`src/hdl/pmnc_pkg.sv`:
```
// Shared constants and types for the numeric push-motion command handler.
// Assumes a 10 MHz system clock and an on-chip byte receiver/transmitter.
package pmnc_pkg;
	// Frame fields
	localparam logic [7:0]  FUNC_WRITE_MULTI = 8'h10;  // Write multiple registers
	localparam logic [7:0]  BCAST_ADDR       = 8'h00;  // Broadcast, no reply
	localparam logic [7:0]  DEFAULT_SLAVE    = 8'h01;  // Axis 0 station address
	localparam logic [8:0]  HDR_LEN          = 9'h007; // Addr..byte count
	localparam logic [8:0]  CRC_LEN          = 9'h002; // Error check bytes
	localparam logic [8:0]  MAX_FRAME        = 9'h100; // Longest frame in bytes
	localparam logic [3:0]  REPLY_HDR_LEN    = 4'h6;   // Echoed header bytes
	localparam logic [3:0]  REPLY_LEN        = 4'h8;   // Echo plus error check
	// Register window
	localparam logic [15:0] REG_TARGET_POS   = 16'h9900;
	localparam logic [15:0] REG_PUSH_CURRENT = 16'h9907;
	localparam logic [15:0] REG_CONTROL_FLAG = 16'h9908;
	localparam int          NUM_REGS         = 9;
	localparam logic [16:0] REG_END          = 17'h09909; // One past last word
	// Word indices inside the window
	localparam int          IDX_POS_HI       = 0;
	localparam int          IDX_BAND_HI      = 2;
	localparam int          IDX_SPEED_HI     = 4;
	localparam int          IDX_ACCEL        = 6;
	localparam int          IDX_PUSH         = 7;
	localparam int          IDX_FLAG         = 8;
	// Control flag fields
	localparam int          FLAG_PUSH_BIT    = 1;
	localparam int          FLAG_ALT_BIT     = 2;
	localparam logic [15:0] FLAG_RESET       = 16'h0000; // Normal movement
	localparam logic [15:0] REG_RESET        = 16'h0000;
	// Error check
	localparam logic [15:0] CRC_INIT         = 16'hffff;
	localparam logic [15:0] CRC_POLY         = 16'ha001;
	localparam logic [15:0] CRC_GOOD         = 16'h0000; // Residue over whole frame
	// Timing
	localparam int          CLK_MHZ          = 10;
	localparam int          SILENCE_US       = 1750;   // Inter-frame silence
	localparam int          SILENCE_CYC      = SILENCE_US * CLK_MHZ;
	// Frame handler states
	typedef enum logic [2:0] {
		ST_IDLE, ST_RECV, ST_EVAL, ST_COMMIT, ST_REPLY
	} pmnc_state_t;
endpackage

```
`src/hdl/pmnc_crc_if.sv`:
```
// Byte feed and running check value between frame handler and CRC engine.
// Assumes both ends share one clock.
interface pmnc_crc_if;
	logic        clear; // Restart from initial value with this byte
	logic        valid; // Byte present this cycle
	logic [7:0]  data;  // Byte to fold in
	logic [15:0] crc;   // Running value
	modport user   (output clear, output valid, output data, input crc);
	modport engine (input clear, input valid, input data, output crc);
endinterface

```
`src/hdl/pmnc_crc16.sv`:
```
// Byte-serial error-check engine, reflected polynomial, LSB first.
// Assumes at most one byte per clock and a synchronous reset.
module pmnc_crc16 import pmnc_pkg::*; (
	// Clock and reset
	input  wire logic clk,
	input  wire logic reset,
	// Byte feed
	pmnc_crc_if.engine crc_port
);
	// One byte folded in, eight shift steps unrolled by the loop
	function automatic logic [15:0] crc_step(input logic [15:0] c, input logic [7:0] d);
		logic [15:0] r;
		r = c ^ {8'h00, d};
		for (int b = 0; b < 8; b++) begin
			r = r[0] ? ((r >> 1) ^ CRC_POLY) : (r >> 1);
		end
		return r;
	endfunction

	wire [15:0] seed     = crc_port.clear ? CRC_INIT : crc_port.crc; // Start value
	wire [15:0] next_crc = crc_step(seed, crc_port.data);

	// Running value; holds when no byte arrives
	always_ff @(posedge clk) begin
		if (reset)
			crc_port.crc <= CRC_INIT;
		else if (crc_port.valid)
			crc_port.crc <= next_crc;
	end
endmodule

```
`src/hdl/pmnc_core.sv`:
```
// Frame handler for numeric motion commands over a serial slave link.
// Assumes byte receive/transmit logic on the same clock and a motion
// controller that reports busy and a one-cycle pulse when a move begins.
// Operation
// full block with push flag starts push
// push current and flag writable mid-push
// mid-push update keeps move, new current
// byte count equals twice register count
// reply echoes header, then fresh check
// 32-bit values sent upper word first
// position and band in hundredths millimetre
// speed, accel in hundredths; accel one word
// push current on 0 to 255 scale
// flag bit1 selects push, bit2 free
// band never changes a move in progress
// frame acted on only after check passes
// flag returns to zero once movement begins
// silence on the line delimits frames
module pmnc_core import pmnc_pkg::*; #(
	parameter logic [7:0] SLAVE_ADDR = DEFAULT_SLAVE,
	parameter int         GAP_CYCLES = SILENCE_CYC
) (
	// Clock and reset
	input  wire logic        clk,
	input  wire logic        reset,
	// Received bytes
	input  wire logic [7:0]  rx_data,
	input  wire logic        rx_valid,
	// Reply bytes
	output logic      [7:0]  tx_data,
	output logic             tx_valid,
	input  wire logic        tx_ready,
	// Motion controller
	input  wire logic        motion_busy,
	input  wire logic        move_started,
	output logic      [31:0] cmd_position,
	output logic      [31:0] cmd_band,
	output logic      [31:0] cmd_speed,
	output logic      [15:0] cmd_accel,
	output logic      [15:0] cmd_push_current,
	output logic      [15:0] cmd_flag,
	output logic             start_push,
	output logic             current_update,
	output logic             frame_error
);
	localparam int GW = $clog2(GAP_CYCLES + 1);

	// Refuse a silence too short to separate a frame from its evaluation
	if (GAP_CYCLES < 2) begin : g_bad_gap
		$error("GAP_CYCLES must be at least 2");
	end

	pmnc_state_t     state;                // Frame handler state
	logic [8:0]      rx_cnt;               // Bytes seen in this frame
	logic [GW-1:0]   gap_cnt;              // Idle cycles since last byte
	logic            overflow;             // Frame longer than allowed
	logic [7:0]      hdr_addr;             // Station address
	logic [7:0]      hdr_func;             // Function code
	logic [15:0]     hdr_start;            // First register
	logic [15:0]     hdr_count;            // Register count
	logic [7:0]      hdr_bytes;            // Byte count field
	logic [7:0]      data_hi;              // Upper byte awaiting its partner
	logic [15:0]     stage [NUM_REGS];     // Words held until the check passes
	logic [NUM_REGS-1:0] stage_mask;       // Words written by this frame
	logic [15:0]     regs [NUM_REGS];      // Register window
	logic [3:0]      tx_cnt;               // Reply bytes loaded

	pmnc_crc_if crc_bus ();

	pmnc_crc16 u_pmnc_crc16 (
		.clk      (clk),
		.reset    (reset),
		.crc_port (crc_bus.engine)
	);

	// Data field decode: upper byte first, one word per two bytes
	wire [8:0]  data_k    = rx_cnt - HDR_LEN;
	wire [15:0] widx      = hdr_start - REG_TARGET_POS + {8'h00, data_k[8:1]};
	wire        word_hit  = widx < 16'(NUM_REGS);
	wire        in_data   = rx_cnt >= HDR_LEN && rx_cnt < HDR_LEN + {1'b0, hdr_bytes};
	wire        rx_take   = (state == ST_IDLE || state == ST_RECV) && rx_valid;
	wire        gap_done  = gap_cnt == GW'(GAP_CYCLES - 1);
	// A byte arriving in the first idle cycle is byte zero, whatever count is left over
	wire [8:0]  rx_pos    = state == ST_IDLE ? 9'h000 : rx_cnt;

	// Frame acceptance
	wire        len_ok    = rx_cnt == HDR_LEN + {1'b0, hdr_bytes} + CRC_LEN;
	wire        range_ok  = hdr_start >= REG_TARGET_POS && hdr_count != 16'h0000
		&& {1'b0, hdr_start} + {1'b0, hdr_count} <= REG_END;
	wire        bytes_ok  = {8'h00, hdr_bytes} == {hdr_count[14:0], 1'b0};
	wire        bcast     = hdr_addr == BCAST_ADDR;
	wire        addr_ok   = hdr_addr == SLAVE_ADDR || bcast;
	wire        crc_ok    = crc_bus.crc == CRC_GOOD;
	wire        frame_ok  = crc_ok && !overflow && len_ok && range_ok && bytes_ok
		&& addr_ok && hdr_func == FUNC_WRITE_MULTI;
	wire        full_blk  = &stage_mask;

	// Reply: header echo without byte count or data, then check low byte first
	wire        tx_load   = state == ST_REPLY && (!tx_valid || tx_ready) && tx_cnt != REPLY_LEN;
	wire [7:0]  reply_byte = tx_cnt == 4'h0 ? hdr_addr :
		tx_cnt == 4'h1 ? hdr_func :
		tx_cnt == 4'h2 ? hdr_start[15:8] :
		tx_cnt == 4'h3 ? hdr_start[7:0] :
		tx_cnt == 4'h4 ? hdr_count[15:8] :
		tx_cnt == 4'h5 ? hdr_count[7:0] :
		tx_cnt == 4'h6 ? crc_bus.crc[7:0] : crc_bus.crc[15:8];

	// The one engine serves both directions; a reply never overlaps a receive
	assign crc_bus.clear = (state == ST_IDLE && rx_valid) || (tx_load && tx_cnt == 4'h0);
	assign crc_bus.valid = rx_take || (tx_load && tx_cnt < REPLY_HDR_LEN);
	assign crc_bus.data  = state == ST_REPLY ? reply_byte : rx_data;

	// Band is taken over only while idle, so a move keeps its band
	wire [15:0] band_hi   = stage_mask[IDX_BAND_HI] && state == ST_COMMIT
		? stage[IDX_BAND_HI] : regs[IDX_BAND_HI];
	wire [15:0] band_lo   = stage_mask[IDX_BAND_HI + 1] && state == ST_COMMIT
		? stage[IDX_BAND_HI + 1] : regs[IDX_BAND_HI + 1];
	wire        flag_we   = state == ST_COMMIT && stage_mask[IDX_FLAG];

	// Words in value order: upper word at the lower address
	assign cmd_position     = {regs[IDX_POS_HI], regs[IDX_POS_HI + 1]};
	assign cmd_speed        = {regs[IDX_SPEED_HI], regs[IDX_SPEED_HI + 1]};
	assign cmd_accel        = regs[IDX_ACCEL];
	assign cmd_push_current = regs[IDX_PUSH];
	assign cmd_flag         = regs[IDX_FLAG];

	// Frame sequencing: silence closes a frame, then check, apply, reply
	always_ff @(posedge clk) begin
		if (reset) begin
			state <= ST_IDLE;
		end else begin
			case (state)
				ST_IDLE:   if (rx_valid) state <= ST_RECV;
				ST_RECV:   if (gap_done && !rx_valid) state <= ST_EVAL;
				ST_EVAL:   state <= frame_ok ? ST_COMMIT : ST_IDLE;
				ST_COMMIT: state <= bcast ? ST_IDLE : ST_REPLY;
				ST_REPLY:  if (state == ST_REPLY && tx_cnt == REPLY_LEN && (!tx_valid || tx_ready))
					state <= ST_IDLE;
				default:   state <= ST_IDLE;
			endcase
		end
	end

	// Byte and silence counters; bytes beyond the limit mark the frame bad
	always_ff @(posedge clk) begin
		if (reset) begin
			rx_cnt   <= 9'h000;
			gap_cnt  <= '0;
			overflow <= 1'b0;
		end else if (state == ST_IDLE) begin
			rx_cnt   <= rx_valid ? 9'h001 : 9'h000;
			gap_cnt  <= '0;
			overflow <= 1'b0;
		end else if (rx_take) begin
			rx_cnt   <= rx_cnt == MAX_FRAME ? rx_cnt : rx_cnt + 9'h001;
			overflow <= overflow || rx_cnt == MAX_FRAME;
			gap_cnt  <= '0;
		end else if (state == ST_RECV) begin
			gap_cnt  <= gap_cnt + GW'(1);
		end
	end

	// Header capture by byte position
	always_ff @(posedge clk) begin
		if (reset) begin
			hdr_addr  <= 8'h00;
			hdr_func  <= 8'h00;
			hdr_start <= 16'h0000;
			hdr_count <= 16'h0000;
			hdr_bytes <= 8'h00;
			data_hi   <= 8'h00;
		end else if (rx_take) begin
			case (rx_pos)
				9'h000:  hdr_addr         <= rx_data;
				9'h001:  hdr_func         <= rx_data;
				9'h002:  hdr_start[15:8]  <= rx_data;
				9'h003:  hdr_start[7:0]   <= rx_data;
				9'h004:  hdr_count[15:8]  <= rx_data;
				9'h005:  hdr_count[7:0]   <= rx_data;
				9'h006:  hdr_bytes        <= rx_data;
				default: if (!data_k[0]) data_hi <= rx_data;
			endcase
		end
	end

	// Per-word staging and commit; any run inside the window is legal
	for (genvar i = 0; i < NUM_REGS; i++) begin : g_word
		wire stage_we  = state == ST_RECV && rx_valid && in_data && data_k[0]
			&& word_hit && widx[3:0] == 4'(i);
		wire commit_we = state == ST_COMMIT && stage_mask[i];
		always_ff @(posedge clk) begin
			if (reset) begin
				stage[i]      <= REG_RESET;
				stage_mask[i] <= 1'b0;
			end else begin
				if (stage_we)
					stage[i] <= {data_hi, rx_data};
				if (state == ST_IDLE)
					stage_mask[i] <= 1'b0;
				else if (stage_we)
					stage_mask[i] <= 1'b1;
			end
		end
		// A host write in the same cycle outranks the move-start clear
		always_ff @(posedge clk) begin
			if (reset)
				regs[i] <= i == IDX_FLAG ? FLAG_RESET : REG_RESET;
			else if (commit_we)
				regs[i] <= stage[i];
			else if (i == IDX_FLAG && move_started)
				regs[i] <= FLAG_RESET;
		end
	end

	// Motion triggers and the band held for the move
	always_ff @(posedge clk) begin
		if (reset) begin
			start_push     <= 1'b0;
			current_update <= 1'b0;
			frame_error    <= 1'b0;
			cmd_band       <= 32'h0000_0000;
		end else begin
			start_push     <= state == ST_COMMIT && full_blk
				&& stage[IDX_FLAG][FLAG_PUSH_BIT];
			current_update <= state == ST_COMMIT && !full_blk
				&& stage_mask[IDX_PUSH] && motion_busy;
			frame_error    <= state == ST_EVAL && !frame_ok && hdr_addr == SLAVE_ADDR;
			if (!motion_busy)
				cmd_band <= {band_hi, band_lo};
		end
	end

	// Reply transmitter with valid/ready hold
	always_ff @(posedge clk) begin
		if (reset) begin
			tx_valid <= 1'b0;
			tx_data  <= 8'h00;
			tx_cnt   <= 4'h0;
		end else if (state == ST_COMMIT) begin
			tx_cnt   <= 4'h0;
		end else if (tx_load) begin
			tx_valid <= 1'b1;
			tx_data  <= reply_byte;
			tx_cnt   <= tx_cnt + 4'h1;
		end else if (state == ST_REPLY && tx_ready) begin
			tx_valid <= 1'b0;
		end
	end
endmodule

```
`config.mk`:
```
export PLATFORM = sky130hd
export DESIGN_NAME = pmnc_core
export DESIGN_NICKNAME = d
export VERILOG_FILES = /design/src/hdl/pmnc_pkg.sv /design/src/hdl/pmnc_crc_if.sv /design/src/hdl/pmnc_crc16.sv /design/src/hdl/pmnc_core.sv
export SDC_FILE = /design/constraint.sdc
export NUM_CORES = 1
export LEC_CHECK = 0
export ABC_CLOCK_PERIOD_IN_PS = 5300
export BUFFER_PORTS_ARGS = -buffer_cell sky130_fd_sc_hd__buf_2
export CORE_MARGIN = 1
export CORE_UTILIZATION = 38
export DETAILED_ROUTE_END_ITERATION = 6
export GPL_TIMING_DRIVEN = 0
export MAX_ROUTING_LAYER = met4
export PLACE_DENSITY_LB_ADDON = 0.2
export SLEW_MARGIN = 30
export SYNTH_ARGS = -nofsm -noshare
export SYNTH_HDL_FRONTEND = slang
export SYNTH_SLANG_ARGS = --single-unit
```
`constraint.sdc`:
```
create_clock -name clk -period 5.3 [get_ports clk]
set_clock_uncertainty 0.1 [all_clocks]
set_input_delay 1.06 -clock clk [delete_from_list [all_inputs] [get_ports clk]]
set_output_delay 1.06 -clock clk [all_outputs]
set_load 0.02 [all_outputs]
```
---- Yosys cells after proc, flatten, opt, wreduce, memory -nomap -nowiden ----
Memory sizes are Yosys's and may differ from the RTL's. A register that Yosys moved wholly into a read port is not among the register bits.
Index checks and enable logic that the tools add are counted.
storage, ports and cells
  input bits .............................. 14
  bits in writable memories ............... 288
  logic and storage cells ................. 308
  memories ................................ 2
  register bits after elaboration ......... 133
  output and inout port bits .............. 156
cells by class
  bitwise operators ....................... 31
  equal/unequal tests ..................... 36
  add/sub/neg operators ................... 9
  reductions and logical operators ........ 87
  order comparisons ....................... 6
  multiplexer cells ....................... 109
memory list
  memory  depth  bits a word  rd ports  clocked after Yosys merged registers in  wr ports  line             text
  regs    9      16           9         2                                        9         pmnc_core.sv:65  logic [15:0] regs [NUM_REGS];
  stage   9      16           9         0                                        9         pmnc_core.sv:63  logic [15:0] stage [NUM_REGS];
operator list
  kind                      number
  $mux W16                  28
  $mux W8                   8
  $mux W1                   63
  $logic_and A1 B1 Y1       48
  $mux W9                   4
  $eq A4 B3 Y1 const B      7
  $eq A9 B3 Y1 const B      3
  $not A2 Y3                8
  $reduce_and A2 Y1         10
  $or A1 B1 Y1              19
  $eq A9 B2 Y1 const B      2
  $add A16 B16 Y17          1
  $le A17 B16 Y1 const B    1
  $add A16 B8 Y16           1
  $eq A4 B2 Y1 const B      4
  $eq A8 B16 Y1             1
  $ge A16 B16 Y1 const B    1
  $logic_not A16 Y1         1
  $lt A16 B4 Y1 const B     1
  $reduce_bool A16 Y1       1
  $sub A16 B16 Y16 const B  1
  $xor A16 B8 Y16           1
  $add A15 B1 Y15 const B   1
  $eq A15 B15 Y1 const B    1
  other kinds (37)          62

---- Longest topological paths before layout ----
  depth after elaboration ................. 26
  mapped depth ............................ 19
  depth with buffers taken out ............ 16

---- Hierarchy ----
From an unflattened synthesis, not the netlist that was laid out.
second synthesis, totals
  cell total of the unflattened synthesis .. 1884
  area, all modules ....................... 20138.1 µm²
by module, submodules not included
  module      area each (µm²)  cells each  sequential area each (µm²)  instances
  pmnc_core   19155.9          1765        11310.8                     1
  pmnc_crc16  982.2            119         320.3                       1

---- Worst setup path after synthesis ----
OpenSTA, ideal clock, no wires.
  kind .................................... register -> register
  start point ............................. register rx_cnt[0]
  end point ............................... memory stage[2][0], enable pin
  library setup time ...................... 0.392 ns
  data required time ...................... 4.808 ns
  data arrival time ....................... 4.546 ns
  path buffers ............................ 4
  stages on the path, launching flop included .. 20
  setup slack ............................. 0.262 ns
  clock period less this slack ............ 5.038 ns
  cell sequence ........................... dfxtp_1 -> clkbuf_1 -> clkinv_1 -> ha_1 -> ha_1 -> inv_1 -> fa_1 -> nor2b_1 -> o21ai_1 -> a21oi_1 -> o21ai_1 -> a21boi_1 -> o21ai_0 -> a21o_1 -> a2111oi_4 -> nand4bb_1 -> clkbuf_1 -> buf_2 -> buf_2 -> o21bai_1
RTL lines
  element                 line              text
  start, declared         pmnc_core.sv:54   logic [8:0] rx_cnt;
  start signal, assigned  pmnc_core.sv:151  rx_cnt <= rx_valid ? 9'h001 : 9'h000;
  start signal, assigned  pmnc_core.sv:155  rx_cnt <= rx_cnt == MAX_FRAME ? rx_cnt : rx_cnt + 9'h001;
  end, declared           pmnc_core.sv:63

==> flow_metrics.env <==
export IMPL_synth_area_um2=20430
export IMPL_ant_nets=0
export IMPL_syn2layout_area_growth_pct=17.84
export IMPL_hold_end="cmd_band[8]$_SDFFE_PP0N_"
export IMPL_worstSkewPairLatency_ps=610
export IMPL_synthCells=1900
export IMPL_violations="design-rule violations"
export IMPL_finalCritPeriodShare_pct=93.46
export IMPL_drc=38
export IMPL_rows=84
export IMPL_postRouteWirelength_mm=61.09
export IMPL_crit_buf_inv=5
export IMPL_crit_chain="inv_1 -> ha_1 -> nor2b_1 -> nor3_1 -> inv_1 -> ha_1 -> a211oi_1 -> o21ai_0 -> or4_1 -> nor2_1 -> nand4b_1 -> a2111oi_4 -> buf_4 -> nand3_1 -> clkbuf_1 -> o21bai_4 -> buf_12"
export IMPL_clock_sinks=453
export IMPL_place_area_um2=22170
export IMPL_finalInstanceArea_um2=24070
export IMPL_worstRegToRegCells=17
export IMPL_critPathTopFamily="simple AND/OR/NAND/NOR gates"
export IMPL_setup_viol=0
export IMPL_timing_rr_end="stage[1][9]$_SDFFCE_PN0P_"
export IMPL_grt_overflow=0
export IMPL_synthFlopType="edfxtp_1"
export IMPL_port_buffers=160
export IMPL_yosysTopAreaCellShare_pct=37.64
export IMPL_required_ps=5520
export IMPL_antenna_found_initial=0
export IMPL_design_core_area_um2=52870
export IMPL_cts_hold_buf=0
export IMPL_wl_per_cell_um=21.40
export IMPL_drive_above_1_share_pct=14.50
export IMPL_gr_usage_all_layers_pct=22.61
export IMPL_cts_buffer_depth=3
export IMPL_dr_pass1_iters=7
export IMPL_worstPathMaxFanout=15
export IMPL_tns_ps=0
export IMPL_slowest_delay_ps=520
export IMPL_synthArstFlopShare_pct=0
export IMPL_cp_end_kind="flop"
export IMPL_multi_input_area_um2=8187
export IMPL_regArea_um2=11630
export IMPL_die_w_um=233.8
export IMPL_synthTopCellsByArea="edfxtp_1 38%, dfxtp_1 19%, nor2_1 3.8%"
export IMPL_worstHoldStart="cmd_band[8]$_SDFFE_PP0N_"
export IMPL_r2r_slack_ps=350
export IMPL_grt_max_degree=17
export IMPL_htree_levels=2
export IMPL_tritoncts_num_buffers=49
export IMPL_post_route_util_pct=45.53
export IMPL_drv_cap=0
export IMPL_place_gp_congestion=0.9384
export IMPL_drt_initial_drc_count=1212
export IMPL_initial_utilization_pct=38.64
export IMPL_maxSlewHeadroom_pct=25.95
export IMPL_pre_cts_slack_ps=-473.8
export IMPL_dieArea_um2=54680
export IMPL_hold_depth=2
export IMPL_cp_arrival_ps=5170
export IMPL_ys_types=82
export IMPL_num_io_pins=170
export IMPL_synth_edff_count=256
export IMPL_avgSynthCellArea_um2=10.75
export IMPL_root_buffer="clkbuf_16"
export IMPL_dp_hpwl_mm=43.78
export IMPL_r2r_start="hdr_bytes[0]$_SDFFE_PP0P_"
export IMPL_clk_pin_slew_ps=60
export IMPL_vias_per_cell=5.379
export IMPL_ir_drop_v=0.0002274
export IMPL_crit_slowest_cell="or4_1"
export IMPL_synth_top_area_cell="edfxtp_1"
export IMPL_max_freq_ghz=0.2019
export IMPL_grt_setup_unrepaired="no"
export IMPL_grt_first_pass_wirelength_mm=90.04
export IMPL_syn_nets=1958
export IMPL_worstSetupStartpointType="flop"
export IMPL_cts_tree="built"
export IMPL_nets=2183
export IMPL_grt_pass1_vias=14609
export IMPL_tightest_slew_ps=1111
export IMPL_status="finished, violations left"
export IMPL_layout_setup_ws_ps=346.8
export IMPL_vias=15358
export IMPL_hold_viol=0
export IMPL_ys_ff_latch=453
export IMPL_drv_slew=0
export IMPL_power_density_nw_per_um2=327.2
export IMPL_finalCriticalPeriod_ps=4953
export IMPL_hold_path_class="reg -> reg"
export IMPL_critPathKind="reg -> reg"
export IMPL_die_height_um=233.8
export IMPL_p_leak_nw=9.092
export IMPL_nFillCells=4980
export IMPL_ys_warn_count=0
export IMPL_yosysSeqAreaShare_pct=56.94
-- worst max-delay path by stage --
stage	from	endpoint	slack, ps	cells past startpoint
after detailed placement	rx_cnt[0]$_SDFFE_PP0P_	stage[2][4]$_SDFFCE_PN0P_	-470	19
after global placement	rx_cnt[0]$_SDFFE_PP0P_	stage[2][4]$_SDFFCE_PN0P_	-850	19
after floorplan	rx_cnt[0]$_SDFFE_PP0P_	stage[2][0]$_SDFFCE_PN0P_	260	19
final	hdr_bytes[0]$_SDFFE_PP0P_	stage[1][9]$_SDFFCE_PN0P_	350	17
after CTS	rx_cnt[0]$_SDFFE_PP0P_	stage[0][15]$_SDFFCE_PN0P_	40	20
after global routing	rx_cnt[2]$_SDFFE_PP0P_	stage[1][0]$_SDFFCE_PN0P_	0.2	18
-- metrics by stage --
| step | power, mW | instances | hold WS, ps |
|---|---|---|---|
| after detailed placement | 4.395 | 2751 | 353.7 |
| after CTS | 7.935 | 2853 | 363.2 |
| after floorplan | 4.215 | 1900 | 339.2 |
| after global routing | 8.106 | 2854 | 380.0 |
| final | 7.877 | 2855 | 361.1 |
| after global placement | 4.387 | 2748 | 352.9 |
-- cell families (layout without fill, tap and decap cells) --
logic type | after synthesis | count (layout) | synth area share, %
simple gates | 783 | 783 | 19.73
flops | 453 | 453 | 56.94
compound gates | 271 | 271 | 9.176
buf+inv | 185 | 451 | 3.590
xor+xnor | 87 | 87 | 4.018
mux | 77 | 77 | 3.773
fa+ha+maj | 44 | 44 | 2.769
other cells | 0 | 1 | 0
-- layer usage --
metal / up-vias / global-route usage (%) / routed length, um
li1: 7285 / - / -
met1: 7501 / 30.00 / 27430
met2: 482 / 36.02 / 28950
met3: 90 / 2.626 / 3281
met4: 0 / 7.265 / 1438
met5: - / - / 0
-- Yosys cell counts, types with 10 or more instances --
| master | number |
|---|---|
| nor2_1 | 206 |
| ha_1 | 42 |
| buf_1 | 25 |
| clkbuf_1 | 98 |
| nand4_1 | 14 |
| a21o_1 | 14 |
| nor2b_1 | 18 |
| nand2_1 | 109 |
| and3_1 | 108 |
| edfxtp_1 | 256 |
| a21oi_1 | 83 |
| o21ai_0 | 30 |
| nor3_1 | 131 |
| buf_2 | 13 |
| dfxtp_1 | 197 |
| mux2i_1 | 77 |
| nand2b_1 | 67 |
| nand3_1 | 25 |
| and2_1 | 20 |
| a22o_1 | 34 |
| o21a_1 | 10 |
| xor2_1 | 36 |
| nor4_1 | 23 |
| inv_1 | 44 |
| a211oi_1 | 14 |
| o21bai_1 | 13 |
| xnor2_1 | 47 |
-- registers in the layout (all words and copies together), names as in the netlist, 9 cells and up --
signal	cells
cmd_band	32
stage	144
gap_cnt	15
u_pmnc_crc16.crc_port.crc	16
stage_mask	9
rx_cnt	9
hdr_start	16
regs	144
hdr_count	16
-- power by group --
| part | internal (mW) | switching (mW) | leakage, nW |
|---|---|---|---|
| logic | 0.145 | 0.300 | 4.20 |
| clock network | 2.05 | 1.49 | 0.821 |
| registers | 3.82 | 0.0661 | 4.07 |
-- worst register-to-register path, delay by kind of cell (launching register included) --
kind / cells / cell delay [ps]
buf+inv: 5 / 950
fa+ha+maj: 2 / 580
compound gates: 4 / 860
flops: 1 / 500
simple gates: 6 / 1710
-- cell usage in the layout (no fill, tap or decap), types with 42 or more instances in the layout --
cell type,n
nand2_1,109
inv_1,44
ha_1,42
edfxtp_1,256
a21oi_1,83
nor3_1,127
mux2i_1,77
clkbuf_16,49
and3_1,108
xnor2_1,47
nor2_1,206
buf_2,174
dfxtp_1,197
clkbuf_1,99
nand2b_1,63
-- timing repair --
action / CTS / global route
hold endpoints to repair: 0 / 0
buffers inserted: 10 / 1
setup endpoints to repair: 144 / 209
pin swaps: 5 / 1
gates resized for setup: 10 / 8
-- cell type report --
cell class,instances,area share [%]
well taps,688,3.576
plain buffers,140,2.370
flip-flops and latches,453,48.32
repair buffers,174,3.971
clock inverters,31,1.502
clock buffers,61,5.531
inverters,45,0.7069
diodes,1,0.01040
multi-input cells,1262,34.01
Power figures use the tool's default switching activity.
